## src/hw/bmwd_pkg.sv

```systemverilog
// Purpose: Shared constants and carriers for the bridge memory window decode.
// Assumes: Configuration accesses are dword wide with byte enables.
// Notes: Printed register offsets are byte offsets in configuration space.
package bmwd_pkg;

  // Register byte offsets in configuration space.
  localparam logic [7:0] BMWD_NPF_BASE_OFF = 8'h20;
  localparam logic [7:0] BMWD_NPF_LIMIT_OFF = 8'h22;
  localparam logic [7:0] BMWD_PF_BASE_OFF = 8'h24;
  localparam logic [7:0] BMWD_PF_LIMIT_OFF = 8'h26;
  localparam logic [7:0] BMWD_PF_BASE_UP_OFF = 8'h28;
  localparam logic [7:0] BMWD_PF_LIMIT_UP_OFF = 8'h2c;

  // Field layout of the 16-bit window registers.
  localparam int BMWD_FIELD_LSB = 4;
  localparam int BMWD_FIELD_W = 12;
  localparam int BMWD_HALF_W = 16;
  localparam int BMWD_DECODE_LSB = 20;
  localparam int BMWD_CMP_W = 64 - BMWD_DECODE_LSB;

  // Capability codes in bits 3:0 of the prefetchable base and limit.
  localparam logic [3:0] BMWD_CODE_32 = 4'h0;
  localparam logic [3:0] BMWD_CODE_64 = 4'h1;

  // Values after reset.
  localparam logic [11:0] BMWD_FIELD_RST = 12'h000;
  localparam logic [31:0] BMWD_UPPER_RST = 32'h0000_0000;

  typedef struct packed {
    logic rd;
    logic wr;
    logic [7:0] offset;
    logic [3:0] byte_en;
    logic [31:0] wdata;
  } bmwd_cfg_req_t;

  typedef struct packed {
    logic valid;
    logic [31:0] rdata;
  } bmwd_cfg_rsp_t;

  typedef struct packed {
    logic valid;
    logic [63:0] addr;
  } bmwd_mem_req_t;

  typedef struct packed {
    logic valid;
    logic downstream;
    logic prefetch;
    logic [63:0] addr;
  } bmwd_route_t;

  typedef struct packed {
    logic [11:0] npf_base;
    logic [11:0] npf_limit;
    logic [11:0] pf_base;
    logic [11:0] pf_limit;
    logic [31:0] pf_base_up;
    logic [31:0] pf_limit_up;
    bmwd_cfg_rsp_t rsp;
    bmwd_route_t route;
  } bmwd_state_t;

  localparam bmwd_state_t BMWD_STATE_RST = '{
    npf_base: BMWD_FIELD_RST,
    npf_limit: BMWD_FIELD_RST,
    pf_base: BMWD_FIELD_RST,
    pf_limit: BMWD_FIELD_RST,
    pf_base_up: BMWD_UPPER_RST,
    pf_limit_up: BMWD_UPPER_RST,
    rsp: '0,
    route: '0
  };

endpackage

```

## src/hw/bmwd_byte_merge.sv

```systemverilog
// Purpose: Merge write data into a dword under byte enables.
// Assumes: Byte enable bit n covers data bits 8n+7 down to 8n.
// Notes: Purely combinational.
`timescale 1ns/1ps
module bmwd_byte_merge #(
  parameter int BYTES = 4
) (
  // Present contents and write.
  input wire logic [8*BYTES-1:0] old_word,
  input wire logic [8*BYTES-1:0] wdata,
  input wire logic [BYTES-1:0] byte_en,
  // Merged result.
  output logic [8*BYTES-1:0] merged
);

  genvar i;
  generate
    for (i = 0; i < BYTES; i++) begin : g_lane
      assign merged[8*i +: 8] = byte_en[i] ? wdata[8*i +: 8] : old_word[8*i +: 8];
    end
  endgenerate

endmodule

```

## src/hw/bmwd_range_check.sv

```systemverilog
// Purpose: Inclusive range compare of an address slice against a base and limit.
// Assumes: Base and limit are already aligned to the compare granule.
// Notes: Purely combinational.
`timescale 1ns/1ps
module bmwd_range_check #(
  parameter int W = 44
) (
  // Window bounds.
  input wire logic [W-1:0] base,
  input wire logic [W-1:0] limit,
  // Address slice under test.
  input wire logic [W-1:0] addr,
  // Result.
  output logic in_range
);

  // Both bounds are inclusive; base above limit leaves the window empty.
  assign in_range = (addr >= base) && (addr <= limit);

endmodule

```

## src/hw/bmwd_window_decode.sv

```systemverilog
// Purpose: Memory window registers and decode for a virtual bridge port.
// Assumes: Config and memory requests come from logic on the same clock.
// Notes: Decisions and read answers are registered and stand one cycle.
// Function
// - Limit register bits 15:4 hold read/write limit A[31:20], reset zero.
// - Limit register bits 3:0 read zero; writes to them are ignored.
// - Limit decode treats A[19:0] as FFFFFh.
// - Forward memory request when prefetch base <= A[31:20] <= prefetch limit.
// - Prefetch base bits 15:4 hold read/write base A[31:20], reset zero.
// - Prefetch base decode treats A[19:0] as zero.
// - Prefetch limit decode treats A[19:0] as all ones.
// - Prefetch limit bits 15:4 hold read/write limit A[31:20], reset zero.
// - Prefetch base and limit bits 3:0 return the same read-only width code.
// - Width code reads 1h after reset, meaning 64-bit support.
// - With 32-bit code, both upper prefetch words read zero.
// - With 64-bit code, both upper prefetch words are read/write.
// - Upper base word is read/write A[63:32] of prefetch base, reset zero.
// - Upper limit word is read/write A[63:32] of prefetch limit, reset zero.
// - Non-prefetch base bits 15:4 give A[31:20]; low decode bits zero.
// - Route accesses inside non-prefetch base..limit inclusive downstream.
`timescale 1ns/1ps
module bmwd_window_decode
  import bmwd_pkg::*;
#(
  parameter logic [3:0] WIDTH_CODE = BMWD_CODE_64
) (
  // Clock and reset.
  input wire logic clock,
  input wire logic rst_n,
  // Configuration access.
  input wire bmwd_cfg_req_t cfg,
  output bmwd_cfg_rsp_t cfg_rsp,
  // Processor memory requests.
  input wire bmwd_mem_req_t mem,
  // Routing decision.
  output bmwd_route_t route
);

  bmwd_state_t st;
  bmwd_state_t next_st;
  logic [31:0] read_word;
  logic [31:0] merged;
  logic is_64;
  logic npf_hit;
  logic pf_hit;
  logic [BMWD_CMP_W-1:0] npf_lo;
  logic [BMWD_CMP_W-1:0] npf_hi;
  logic [BMWD_CMP_W-1:0] pf_lo;
  logic [BMWD_CMP_W-1:0] pf_hi;

  assign is_64 = (WIDTH_CODE == BMWD_CODE_64);

  // Read view of the addressed dword; in the 20h and 24h dwords the low nibbles of each half are constants.
  always_comb begin
    read_word = 32'h0000_0000;
    unique case (cfg.offset[7:2])
      BMWD_NPF_BASE_OFF[7:2]: begin
        read_word = {st.npf_limit, 4'h0, st.npf_base, 4'h0};
      end
      BMWD_PF_BASE_OFF[7:2]: begin
        read_word = {st.pf_limit, WIDTH_CODE, st.pf_base, WIDTH_CODE};
      end
      BMWD_PF_BASE_UP_OFF[7:2]: begin
        read_word = is_64 ? st.pf_base_up : 32'h0000_0000;
      end
      BMWD_PF_LIMIT_UP_OFF[7:2]: begin
        read_word = is_64 ? st.pf_limit_up : 32'h0000_0000;
      end
      default: begin
        read_word = 32'h0000_0000;
      end
    endcase
  end

  bmwd_byte_merge #(
    .BYTES(4)
  ) u_merge (
    .old_word(read_word),
    .wdata(cfg.wdata),
    .byte_en(cfg.byte_en),
    .merged(merged)
  );

  // non-prefetch bounds above 4 GB are zero
  assign npf_lo = {32'h0000_0000, st.npf_base};
  // limit low bits implied all ones
  assign npf_hi = {32'h0000_0000, st.npf_limit};
  assign pf_lo = {st.pf_base_up, st.pf_base};
  // limit granule includes its top byte
  assign pf_hi = {st.pf_limit_up, st.pf_limit};

  // Comparing A[63:20] against the bounds makes the base granule start at
  // zero and the limit granule end at all ones without widening the compare.
  bmwd_range_check #(
    .W(BMWD_CMP_W)
  ) u_npf_range (
    .base(npf_lo),
    .limit(npf_hi),
    .addr(mem.addr[63:BMWD_DECODE_LSB]),
    .in_range(npf_hit)
  );

  // base granule aligned to 1 MB
  bmwd_range_check #(
    .W(BMWD_CMP_W)
  ) u_pf_range (
    .base(pf_lo),
    .limit(pf_hi),
    .addr(mem.addr[63:BMWD_DECODE_LSB]),
    .in_range(pf_hit)
  );

  always_comb begin
    next_st = st;
    next_st.rsp.valid = 1'b0;
    next_st.rsp.rdata = 32'h0000_0000;
    if (cfg.wr) begin
      unique case (cfg.offset[7:2])
        BMWD_NPF_BASE_OFF[7:2]: begin
          next_st.npf_base = merged[BMWD_FIELD_LSB +: BMWD_FIELD_W];
          next_st.npf_limit = merged[BMWD_HALF_W + BMWD_FIELD_LSB +: BMWD_FIELD_W];
        end
        BMWD_PF_BASE_OFF[7:2]: begin
          next_st.pf_base = merged[BMWD_FIELD_LSB +: BMWD_FIELD_W];
          next_st.pf_limit = merged[BMWD_HALF_W + BMWD_FIELD_LSB +: BMWD_FIELD_W];
        end
        BMWD_PF_BASE_UP_OFF[7:2]: begin
          if (is_64) begin
            next_st.pf_base_up = merged;
          end
        end
        BMWD_PF_LIMIT_UP_OFF[7:2]: begin
          if (is_64) begin
            next_st.pf_limit_up = merged;
          end
        end
        default: begin
          next_st.npf_base = st.npf_base;
        end
      endcase
    end
    if (cfg.rd) begin
      // A read beside a write in the same cycle returns the old contents.
      next_st.rsp.valid = 1'b1;
      next_st.rsp.rdata = read_word;
    end
    // Overlapping windows are not arbitrated; a hit in either routes down.
    // non-prefetch and prefetch window routing
    next_st.route.valid = mem.valid;
    next_st.route.downstream = mem.valid && (npf_hit || pf_hit);
    next_st.route.prefetch = mem.valid && pf_hit;
    next_st.route.addr = mem.addr;
  end

  always_ff @(posedge clock) begin
    if (!rst_n) begin
      st <= BMWD_STATE_RST;
    end else begin
      st <= next_st;
    end
  end

  assign cfg_rsp = st.rsp;
  assign route = st.route;

  logic a_npf_in;
  logic a_pf_in;
  assign a_npf_in = (mem.addr[63:32] == 32'h0000_0000)
    && (mem.addr[31:20] >= st.npf_base) && (mem.addr[31:20] <= st.npf_limit);
  assign a_pf_in = ({mem.addr[63:32], mem.addr[31:20]} >= {st.pf_base_up, st.pf_base})
    && ({mem.addr[63:32], mem.addr[31:20]} <= {st.pf_limit_up, st.pf_limit});
endmodule

```

## config.mk

```make
export PLATFORM = sky130hd
export DESIGN_NAME = bmwd_window_decode
export DESIGN_NICKNAME = d
export VERILOG_FILES = /design/src/hw/bmwd_pkg.sv /design/src/hw/bmwd_byte_merge.sv /design/src/hw/bmwd_range_check.sv /design/src/hw/bmwd_window_decode.sv
export SDC_FILE = /design/constraint.sdc
export NUM_CORES = 1
export LEC_CHECK = 0
export ABC_CLOCK_PERIOD_IN_PS = 1900
export BUFFER_PORTS_ARGS = -buffer_cell sky130_fd_sc_hd__buf_2
export CAP_MARGIN = 25
export CORE_ASPECT_RATIO = 0.8
export CORE_MARGIN = 5
export CORE_UTILIZATION = 50
export DETAILED_ROUTE_END_ITERATION = 10
export HOLD_SLACK_MARGIN = 0.06
export PLACE_DENSITY = 0.77
export REMOVE_ABC_BUFFERS = 1
export SLEW_MARGIN = 40
export SYNTH_ARGS = -nofsm -noshare
export SYNTH_HDL_FRONTEND = slang
export SYNTH_SLANG_ARGS = --single-unit
```

## constraint.sdc

```tcl
create_clock -name clock -period 1.9 [get_ports clock]
set_input_delay 0.095 -clock clock [delete_from_list [all_inputs] [get_ports clock]]
set_output_delay 0.095 -clock clock [all_outputs]
set_load 0.005 [all_outputs]
```

==> results of run 1 <==
==> cell type report <==
cell class	count	area, um^2	area share (%)
Multi-Input combinational cell	835	6182	40.99
Sequential cell	212	4262	28.25
Timing Repair Buffer	430	3055	20.26
Clock buffer	28	644.4	4.272
Inverter	124	465.4	3.086
Tap cell	275	344.1	2.281
Clock inverter	9	130.1	0.8627
==> cells in the final DEF (no fill, tap or decap), types with 8 or more instances in the layout <==
cell / netlist / routed
a21boi_0: 21 / 20
a21boi_1: 63 / 64
a21boi_2: 30 / 30
a21o_1: 11 / 11
a21oi_1: 48 / 45
a221o_2: 19 / 19
a22o_1: 24 / 24
and2_1: 91 / 92
buf_12: 0 / 9
buf_2: 11 / 209
buf_4: 2 / 117
clkbuf_16: 0 / 23
dfxtp_1: 212 / 198
dfxtp_2: 0 / 14
dlygate4sd3_1: 0 / 95
ha_1: 112 / 99
ha_4: 0 / 13
inv_1: 124 / 120
mux2_4: 20 / 20
mux2i_1: 8 / 8
nand2_1: 258 / 256
nand3_1: 14 / 14
nand4_1: 17 / 17
nor2_1: 16 / 15
nor4_1: 8 / 8
==> layer usage <==
metal	GRT usage, %	wire [um]	vias up
met5	0	0	-
met4	8.264	1065	0
met3	5.153	3299	91
met2	46.07	16210	511
met1	36.54	14800	4975
li1	-	-	4951
==> flip-flops by register name, indices dropped and copies added, names as in the netlist <==
signal and count:
npf_lo 12, route 67, pf_lo 44, pf_hi 44
npf_hi 12, cfg_rsp 33
==> repair_timing <==
item | CTS | global route
endpoints found under the hold margin | 164 | 0
hold buffers | 95 | 0
resized for setup | 52 | 9
setup buffers | 1 | 1
setup endpoints to repair | 2 | 2
pin swaps | 20 | 5
==> worst max-delay path: stages (launching register included) <==
cell,delay [ns]
dfxtp_2,0.35
inv_2,0.05
ha_4,0.26
nand4_1,0.14
or4_4,0.56
nor3_4,0.17
and3_1,0.19
nor3_2,0.06
a22oi_2,0.19
==> final timing paths <==
kind                       endpoint  slack [ns]  cells past startpoint
min          pf_lo[19]$_SDFFE_PN0P_        0.08                      4
min reg2reg  pf_lo[33]$_SDFFE_PN0P_        0.46                      2
max            route[65]$_SDFF_PN0_       -0.15                      8
max reg2reg    route[65]$_SDFF_PN0_       -0.15                      8
==> through the flow <==
stage               total power, uW  hold slack [ns]  cell area [um^2]
floorplan                      5071           0.2167             10610
global placement               5587           0.2995             13050
detailed placement             5616           0.3043             13050
CTS                           10420          0.06124             15030
global route                  10780          0.09507             15080
finish                        10400          0.07951             15080
==> power breakdown <==
group          total [uW]  switching [uW]  internal, uW
Combinational        1200             582           620
Clock                4650            1850          2800
Sequential           4550            23.6          4530
Total               10400            2460          7940
==> cells by family (layout without fill, tap and decap cells) <==
group,after synthesis,count (layout)
buf+inv,185,591
flops,212,212
simple gates,431,431
compound gates,260,260
fa+ha+maj,112,112
mux,32,32
==> run_results.csv, run 1 <==
group,metric,value,unit
synthesis,synth_top_family_by_area,"compound AO/OA/AOI/OAI gates",
clock_tree,cts_tree,"done",
floorplan,start_util,50.70,%
floorplan,die_area,24940,um^2
cells_and_area,layout.nets,1851,
drt,dr.pass1.iters,5,
drt,routed_wl,35.38,mm
outcome,violations,"setup timing",
floorplan,io_pins,213,
pwr,powerDensity,689.7,nW/um^2
clock_tree,cts_buffers,23,
cells_and_area,final_cells,1913,
critical_path,reg2reg_from,"pf_hi[22]$_SDFFE_PN0P_",
clock_tree,cts_root_buffer,"clkbuf_16",
global_route,track_usage,27.53,%
synthesis,yosys.area_share.simple,18.59,%
global_route,grt_pass1_wl,55.54,mm
placed_design,dp_cells,1780,
cells_and_area,fillers,1620,
hold_path,hold_path.class,"in -> reg",
timing,setup_viol,2,
outcome,status,"complete, but fails checks",
synthesis,synth_common_cells,"nand2_1 (258), dfxtp_1 (212), inv_1 (124)",
timing,rsz0062_at_grt,"true",
cells_and_area,final_util,69.96,%
placed_design,place_worst_setup_slack,-0.4550,ns
timing,finalWorstSetupSlack,-0.1529,ns
cells_and_area,insertedDiodeCount,0,
synthesis,synth_top_area_share,38.83,%
drt,route.vias.total,10530,
placed_design,gp_congestion,0.9578,
critical_path,crit_type,"reg -> reg",
drt,wl_per_cell,18.49,um
synthesis,postSynthAreaPerCell,8.872,um^2
critical_path,cp_data_required_time,2.33,ns
drt,via_per_inst,5.503,
synthesis,synthArstFlopShare,0,%
synthesis,yosysSeqAreaShare,38.83,%
clock_tree,clock_path_buffers,3,
global_route,grt_max_degree,177,
drt,drc,0,
synthesis,synth-compound-area-share,18.69,%
placed_design,hpwl,23.67,mm
synthesis,syn_area,10930,um^2
floorplan,row_count,48,
hold_path,hold_path.startpoint,"cfg[7]",
flow_run,maxCapViolations,0,
synthesis,synthFlopType,"dfxtp_1",
drt,detail-route-antenna-nets,0,
global_route,antenna_found_initial,0,
synthesis,synth-edff-count,0,
drt,drt_iter0_drc,990,
synthesis,yosys-top-cells-area,"dfxtp_1 (39%), ha_1 (13%), nand2_1 (8.9%)",
pwr,leakage,0.006340,uW
timing,fin_crit,2.053,ns
synthesis,synthXorXnorAreaFrac,0,%
timing,finalCritPeriodShare,108.0,%
synthesis,yosysTopAreaCell,"dfxtp_1",
clock_tree,clk_pin_slew,0.06,ns
timing,maxSlewViolCount,0,
timing,max_freq,487.1,MHz
clock_tree,clock_latency,0.52,ns
synthesis,yosys.area_share.adder,12.82,%
critical_path,worstSetupStartpointType,"flop",
clock_tree,htree_levels,1,
clock_tree,cts.sinks,212,
critical_path,worstPathArrival,2.49,ns
timing,tightest_slew,0.7683,ns
floorplan,die-width,175.3,um
pwr,peakVddDrop,0.6819,mV
timing,tns,-0.2693,ns
critical_path,cp-startpoint,"pf_hi[22]$_SDFFE_PN0P_",
synthesis,netlist_instances,1232,
placed_design,port_buffers,210,
cells_and_area,drive_gt1_share,30.77,%
floorplan,die_y,142.2,um
timing,hold_viol_final,0,
synthesis,synthMuxAreaShare,3.892,%
synthesis,synth_most_common_cell,"nand2_1",
global_route,grt_overflow_total,0,
timing,slew_headroom,48.78,%
critical_path,worst_setup_path_end_kind,"flop",
synthesis,ys_types,57,
critical_path,path_max_fanout,2,
timing,finalClockSkew,0.01478,ns
floorplan,core-area,21560,um^2
cells_and_area,syn_to_final_growth,37.99,%
synthesis,synth_warnings,0,
global_route,grt_pass1_vias,10660,
synthesis,ys_ff_latch,212,
No activity file was read; power rests on OpenSTA's default activity.
==> run 2: changes to the inputs <==
--- a/config.mk
+++ b/config.mk
@@ -15,6 +15,7 @@
 export HOLD_SLACK_MARGIN = 0.06
 export PLACE_DENSITY = 0.77
 export REMOVE_ABC_BUFFERS = 1
+export SETUP_SLACK_MARGIN = 0.02
 export SLEW_MARGIN = 40
 export SYNTH_ARGS = -nofsm -noshare
 export SYNTH_HDL_FRONTEND = slang
==> run_results.csv, run 2 (synthesis results as in run 1) <==
group,metric,value,unit
pwr,peakVddDrop,0.6831,mV
drt,via_per_inst,5.517,
placed_design,gp_congestion,0.9578,
timing,tns,-0.2079,ns
cells_and_area,insertedDiodeCount,0,
cells_and_area,stdcell_area,15210,um^2
floorplan,row_count,48,
timing,slew_headroom,46.86,%
cells_and_area,largest_reg_flops,67,
clock_tree,cts.sinks,212,
drt,route.vias.total,10570,
flow_run,maxCapViolations,0,
timing,max_freq,494.4,MHz
drt,drt_iter0_drc,985,
critical_path,worstSetupStartpointType,"flop",
drt,detail-route-antenna-nets,0,
placed_design,placed_area,13050,um^2
timing,finalCritPeriodShare,106.5,%
hold_path,hold_path.startpoint,"cfg[7]",
timing,rsz0062_at_grt,"true",
floorplan,die-width,175.3,um
pwr,p_sw_share,23.72,%
floorplan,die_area,24940,um^2
drt,dr.pass1.iters,7,
placed_design,port_buffers,210,
timing,fin_crit,2.023,ns
cells_and_area,layout.nets,1853,
drt,drc,0,
timing,hold_viol_final,0,
critical_path,worstPathArrival,2.46,ns
pwr,comb_power_share,11.8,%
hold_path,hold_path.class,"in -> reg",
global_route,grt_overflow_total,0,
floorplan,start_util,50.70,%
cells_and_area,fillers,1591,
pwr,total_power,10430,uW
critical_path,crit_type,"reg -> reg",
outcome,violations,"setup timing",
critical_path,cp_data_required_time,2.33,ns
timing,finalClockSkew,0.01133,ns
clock_tree,clock_path_buffers,3,
pwr,p_switching,2475,uW
cells_and_area,final_cell_mix,"nand2_1 (256), buf_2 (209), dfxtp_1 (193)",
global_route,track_usage,27.79,%
drt,routed_wl,35.68,mm
clock_tree,clk_pin_slew,0.06,ns
timing,tightest_slew,0.7970,ns
global_route,grt_pass1_wl,55.91,mm
pwr,powerDensity,685.9,nW/um^2
floorplan,io_pins,213,
pwr,pwr-share-seq,43.6,%
global_route,grt_max_degree,177,
drt,wl_per_cell,18.63,um
clock_tree,cts_tree,"done",
cells_and_area,drive_gt1_share,32.07,%
clock_tree,clock_latency,0.52,ns
critical_path,reg2reg_from,"pf_hi[22]$_SDFFE_PN0P_",
critical_path,cp-startpoint,"pf_hi[22]$_SDFFE_PN0P_",
pwr,leakage,0.006362,uW
floorplan,core-area,21560,um^2
timing,holdWs,0.09003,ns
clock_tree,cts_root_buffer,"clkbuf_16",
timing,setup_viol,2,
cells_and_area,syn_to_final_growth,39.16,%
clock_tree,htree_levels,1,
global_route,antenna_found_initial,1,
pwr,power.internal,7959,uW
clock_tree,cts_buffers,23,
pwr,pwr-share-clk,44.6,%
placed_design,place_worst_setup_slack,-0.4550,ns
global_route,grt_pass1_vias,10760,
outcome,status,"complete, but fails checks",
critical_path,path_max_fanout,2,
timing,finalWorstSetupSlack,-0.1226,ns
cells_and_area,layout_commonest_cell,"nand2_1",
critical_path,worst_setup_path_end_kind,"flop",
placed_design,hpwl,23.67,mm
floorplan,die_y,142.2,um
timing,maxSlewViolCount,0,
==> run 2: changes by cell type in the layout (fill, tap and decap cells not counted), sizes merged <==
cell and change:
buf +2
==> run 2: power by group through the flow <==
stage	clock network [uW]	logic [uW]	registers, uW
2_1_floorplan	0	413	4660
3_3_place_gp	0	943	4640
3_5_place_dp	0	971	4650
4_1_cts	4710	1190	4550
5_1_grt	4920	1330	4550
6_report	4650	1230	4550
==> run 2: final timing paths <==
check             slack, ns                     end  depth (start not counted)
setup / recovery      -0.12    route[65]$_SDFF_PN0_                          8
hold / removal         0.09  pf_lo[19]$_SDFFE_PN0P_                          4
setup reg to reg      -0.12    route[65]$_SDFF_PN0_                          8
hold reg to reg        0.46  pf_lo[33]$_SDFFE_PN0P_                          2
==> run 2: timing repair <==
action,in CTS,in global routing
hold buffers,95,0
resized for setup,68,12
setup buffers,2,1
pin swaps,27,9
hold endpoints to repair,164,0
endpoints found under the setup margin,2,2
==> run 2: layout make-up <==
type / instances / area [um^2] / share of cell area, %
Multi-Input combinational cell: 835 / 6289 / 41.34
Sequential cell: 212 / 4268 / 28.06
Timing Repair Buffer: 432 / 3070 / 20.19
Clock buffer: 28 / 644.4 / 4.236
Inverter: 124 / 465.4 / 3.060
Tap cell: 275 / 344.1 / 2.262
Clock inverter: 9 / 130.1 / 0.8555
==> run 2: metal layers <==
metal,GRT usage (%),routed length [um],vias up
li1,-,-,4968
met1,36.58,15030,4958
met2,45.52,16010,526
met3,5.418,3198,111
met4,10.74,1433,2
met5,0,13,-
==> run 2: through the flow <==
stage	util, %	instances
6_report	70.55	1915
5_1_grt	70.55	1915
4_1_cts	70.18	1914
3_5_place_dp	60.54	1780
3_3_place_gp	60.54	1780
2_1_floorplan	-	1171
==> run 2: critical path: stages, from the launching register on <==
cell	delay (ns)
dfxtp_2	0.35
inv_2	0.05
ha_4	0.26
nand4_1	0.13
or4_4	0.55
nor3_4	0.15
and3_1	0.19
nor3_2	0.06
a22oi_2	0.19
==> run 3: changes to the inputs <==
--- a/config.mk
+++ b/config.mk
@@ -10,13 +10,15 @@
 export CAP_MARGIN = 25
 export CORE_ASPECT_RATIO = 0.8
 export CORE_MARGIN = 5
-export CORE_UTILIZATION = 50
+export CORE_UTILIZATION = 52
 export DETAILED_ROUTE_END_ITERATION = 10
+export GPL_TIMING_DRIVEN = 0
 export HOLD_SLACK_MARGIN = 0.06
-export PLACE_DENSITY = 0.77
+export PLACE_DENSITY = 0.79
 export REMOVE_ABC_BUFFERS = 1
 export SETUP_SLACK_MARGIN = 0.02
 export SLEW_MARGIN = 40
 export SYNTH_ARGS = -nofsm -noshare
 export SYNTH_HDL_FRONTEND = slang
+export SYNTH_HIERARCHICAL = 1
 export SYNTH_SLANG_ARGS = --single-unit
==> run_results.csv, run 3 <==
group,metric,value,unit
outcome,status,"complete, but fails checks",
outcome,violations,"setup timing",
synthesis,synthArstFlopShare,0,%
floorplan,start_util,52.65,%
critical_path,cp_cell_sequence,"inv_2 > ha_1 > nand4_1 > nor3_2 > a221oi_2 > o211ai_1 > nand4b_1 > a22oi_2 > and3_1",
flow_run,maxCapViolations,0,
timing,setup_viol,2,
clock_tree,cts.sinks,212,
floorplan,core-area,24250,um^2
timing,holdWs,0.06590,ns
critical_path,critPathBufInv,1,
timing,hold_viol_final,0,
critical_path,cpPeakStageDelay,0.33,ns
pwr,total_power,11070,uW
synthesis,yosysSeqAreaShare,33.24,%
drt,detail-route-antenna-nets,0,
synthesis,yosys-top-cells-area,"dfxtp_1 (33%), ha_1 (17%), mux2i_1 (13%)",
cells_and_area,insertedDiodeCount,0,
cells_and_area,largest_reg_flops,67,
synthesis,synth-edff-count,0,
drt,routed_wl,39.38,mm
pwr,p_sw_share,25.94,%
cells_and_area,drive_gt1_share,22.22,%
timing,slew_headroom,46.69,%
pwr,peakVddDrop,0.5838,mV
pwr,p_switching,2873,uW
drt,route.vias.total,11670,
clock_tree,clock_latency,0.52,ns
global_route,grt_overflow_total,0,
cells_and_area,layout.nets,2094,
critical_path,crit_type,"reg -> reg",
placed_design,hpwl,25.70,mm
critical_path,worst_setup_path_end_kind,"flop",
pwr,comb_power_share,14.9,%
clock_tree,cts_buffers,24,
floorplan,die-width,185.2,um
cells_and_area,syn_to_final_growth,32.87,%
synthesis,synth_most_common_cell,"dfxtp_1",
synthesis,synthFlopType,"dfxtp_1",
floorplan,row_count,51,
drt,drt_iter0_drc,814,
hold_path,hold_path.class,"in -> reg",
pwr,power.internal,8202,uW
clock_tree,clk_pin_slew,0.06,ns
clock_tree,cts_root_buffer,"clkbuf_16",
placed_design,gp_congestion,0.8380,
pwr,powerDensity,652.8,nW/um^2
synthesis,synth_common_cells,"dfxtp_1 (212), nand2_1 (191), inv_1 (177)",
drt,wl_per_cell,18.39,um
synthesis,syn_area,12770,um^2
timing,maxSlewViolCount,0,
drt,via_per_inst,5.449,
critical_path,cp_data_required_time,2.36,ns
timing,finalCritPeriodShare,110.5,%
global_route,grt_pass1_vias,11810,
synthesis,synth_top_area_share,33.24,%
clock_tree,clock_path_buffers,3,
timing,tightest_slew,0.7968,ns
drt,dr.pass1.iters,5,
pwr,pwr-share-clk,44.0,%
pwr,pwr-share-seq,41.1,%
synthesis,yosysTopAreaCell,"dfxtp_1",
critical_path,worstSetupStartpointType,"flop",
critical_path,worstPathArrival,2.56,ns
floorplan,io_pins,213,
critical_path,path_max_fanout,4,
drt,drc,0,
floorplan,die_area,27810,um^2
timing,rsz0062_at_grt,"true",
synthesis,netlist_instances,1418,
clock_tree,cts_tree,"done",
cells_and_area,layout_commonest_cell,"buf_2",
critical_path,path_delay_family,"simple AND/OR/NAND/NOR gates",
synthesis,synth_warnings,6,
clock_tree,htree_levels,1,
timing,max_freq,476.2,MHz
placed_design,port_buffers,210,
synthesis,postSynthAreaPerCell,9.004,um^2
cells_and_area,final_cell_mix,"buf_2 (208), nand2_1 (189), dfxtp_1 (185)",
timing,finalWorstSetupSlack,-0.2001,ns
synthesis,ys_ff_latch,212,
global_route,antenna_found_initial,0,
global_route,grt_max_degree,100,
critical_path,slowest_stage,"dfxtp_2",
synthesis,ys_types,48,
floorplan,die_y,150.2,um
global_route,grt_pass1_wl,60.95,mm
global_route,track_usage,27.28,%
timing,finalClockSkew,0.01119,ns
pwr,leakage,0.007676,uW
timing,fin_crit,2.100,ns
## run 3: worst register-to-register path: stages, from the launching register on
cell and delay [ns]:
dfxtp_2 0.33, inv_2 0.04, ha_1 0.27, nand4_1 0.20
nor3_2 0.09, a221oi_2 0.27, o211ai_1 0.21, nand4b_1 0.26
a22oi_2 0.20, and3_1 0.19
## run 3: cell type report
class	instances	area, um^2
Clock buffer	32	671.9
Clock inverter	12	151.4
Fill cell	1814	7284
Inverter	177	666.9
Multi-Input combinational cell	1032	8210
Sequential cell	212	4278
Tap cell	318	397.9
Timing Repair Buffer	358	2587
## run 3: layer usage
metal / GRT usage [%] / up-vias / wire length [um]
met2: 47.12 / 502 / 18470
met3: 4.420 / 77 / 2792
met1: 35.64 / 5490 / 17210
met5: 0 / - / 0
met4: 7.153 / 0 / 908
li1: - / 5598 / -
## run 3: what timing repair did
| item | CTS | global route |
|---|---|---|
| endpoints found under the hold margin | 135 | 0 |
| pin swaps | 43 | 17 |
| hold buffers | 123 | 0 |
| endpoints found under the setup margin | 3 | 43 |
| gates resized for setup | 72 | 14 |
| buffers inserted | 13 | 5 |
## run 3: cells by family (layout without fill, tap and decap cells)
logic type	count (synthesis)	count (layout)	synth area share [%]
other cells	1	64	0.02937
simple gates	403	403	15.43
fa+ha+maj	176	176	17.25
mux	198	198	16.82
buf+inv	237	579	7.556
flops	212	212	33.24
compound gates	191	191	9.683
## run 3: power by group through the flow
stage	clock [uW]	sequential, uW	combinational (uW)
after global routing	5160	4550	1810
final	4870	4550	1650
after detailed placement	0	4650	1330
after floorplan	0	4660	692
after global placement	0	4640	1250
after CTS	4940	4550	1580
## run 3: through the flow
| stage | worst slack, ns | cells | utilization, % | cell area [um^2] | setup TNS [ns] |
|---|---|---|---|---|---|
| floorplan | -0.2966 | 1421 | - | 12700 | -29.49 |
| global placement | -4.468 | 1949 | 58.36 | 14150 | -390.00 |
| detailed placement | -0.5274 | 1956 | 59.24 | 14370 | -41.25 |
| CTS | -0.1313 | 2136 | 69.58 | 16870 | -0.2145 |
| global route | -0.2590 | 2141 | 69.96 | 16960 | -0.4724 |
| finish | -0.2001 | 2141 | 69.96 | 16960 | -0.3575 |
## run 3: worst paths after layout
path,slack (ns),cells after the start,endpoint,startpoint
max reg2reg,-0.20,9,route[64]$_SDFF_PN0_,pf_hi[40]$_SDFFE_PN0P_
min,0.07,4,pf_hi[42]$_SDFFE_PN0P_,cfg[30]
max,-0.20,9,route[64]$_SDFF_PN0_,pf_hi[40]$_SDFFE_PN0P_
min reg2reg,0.47,2,pf_hi[43]$_SDFFE_PN0P_,pf_hi[43]$_SDFFE_PN0P_
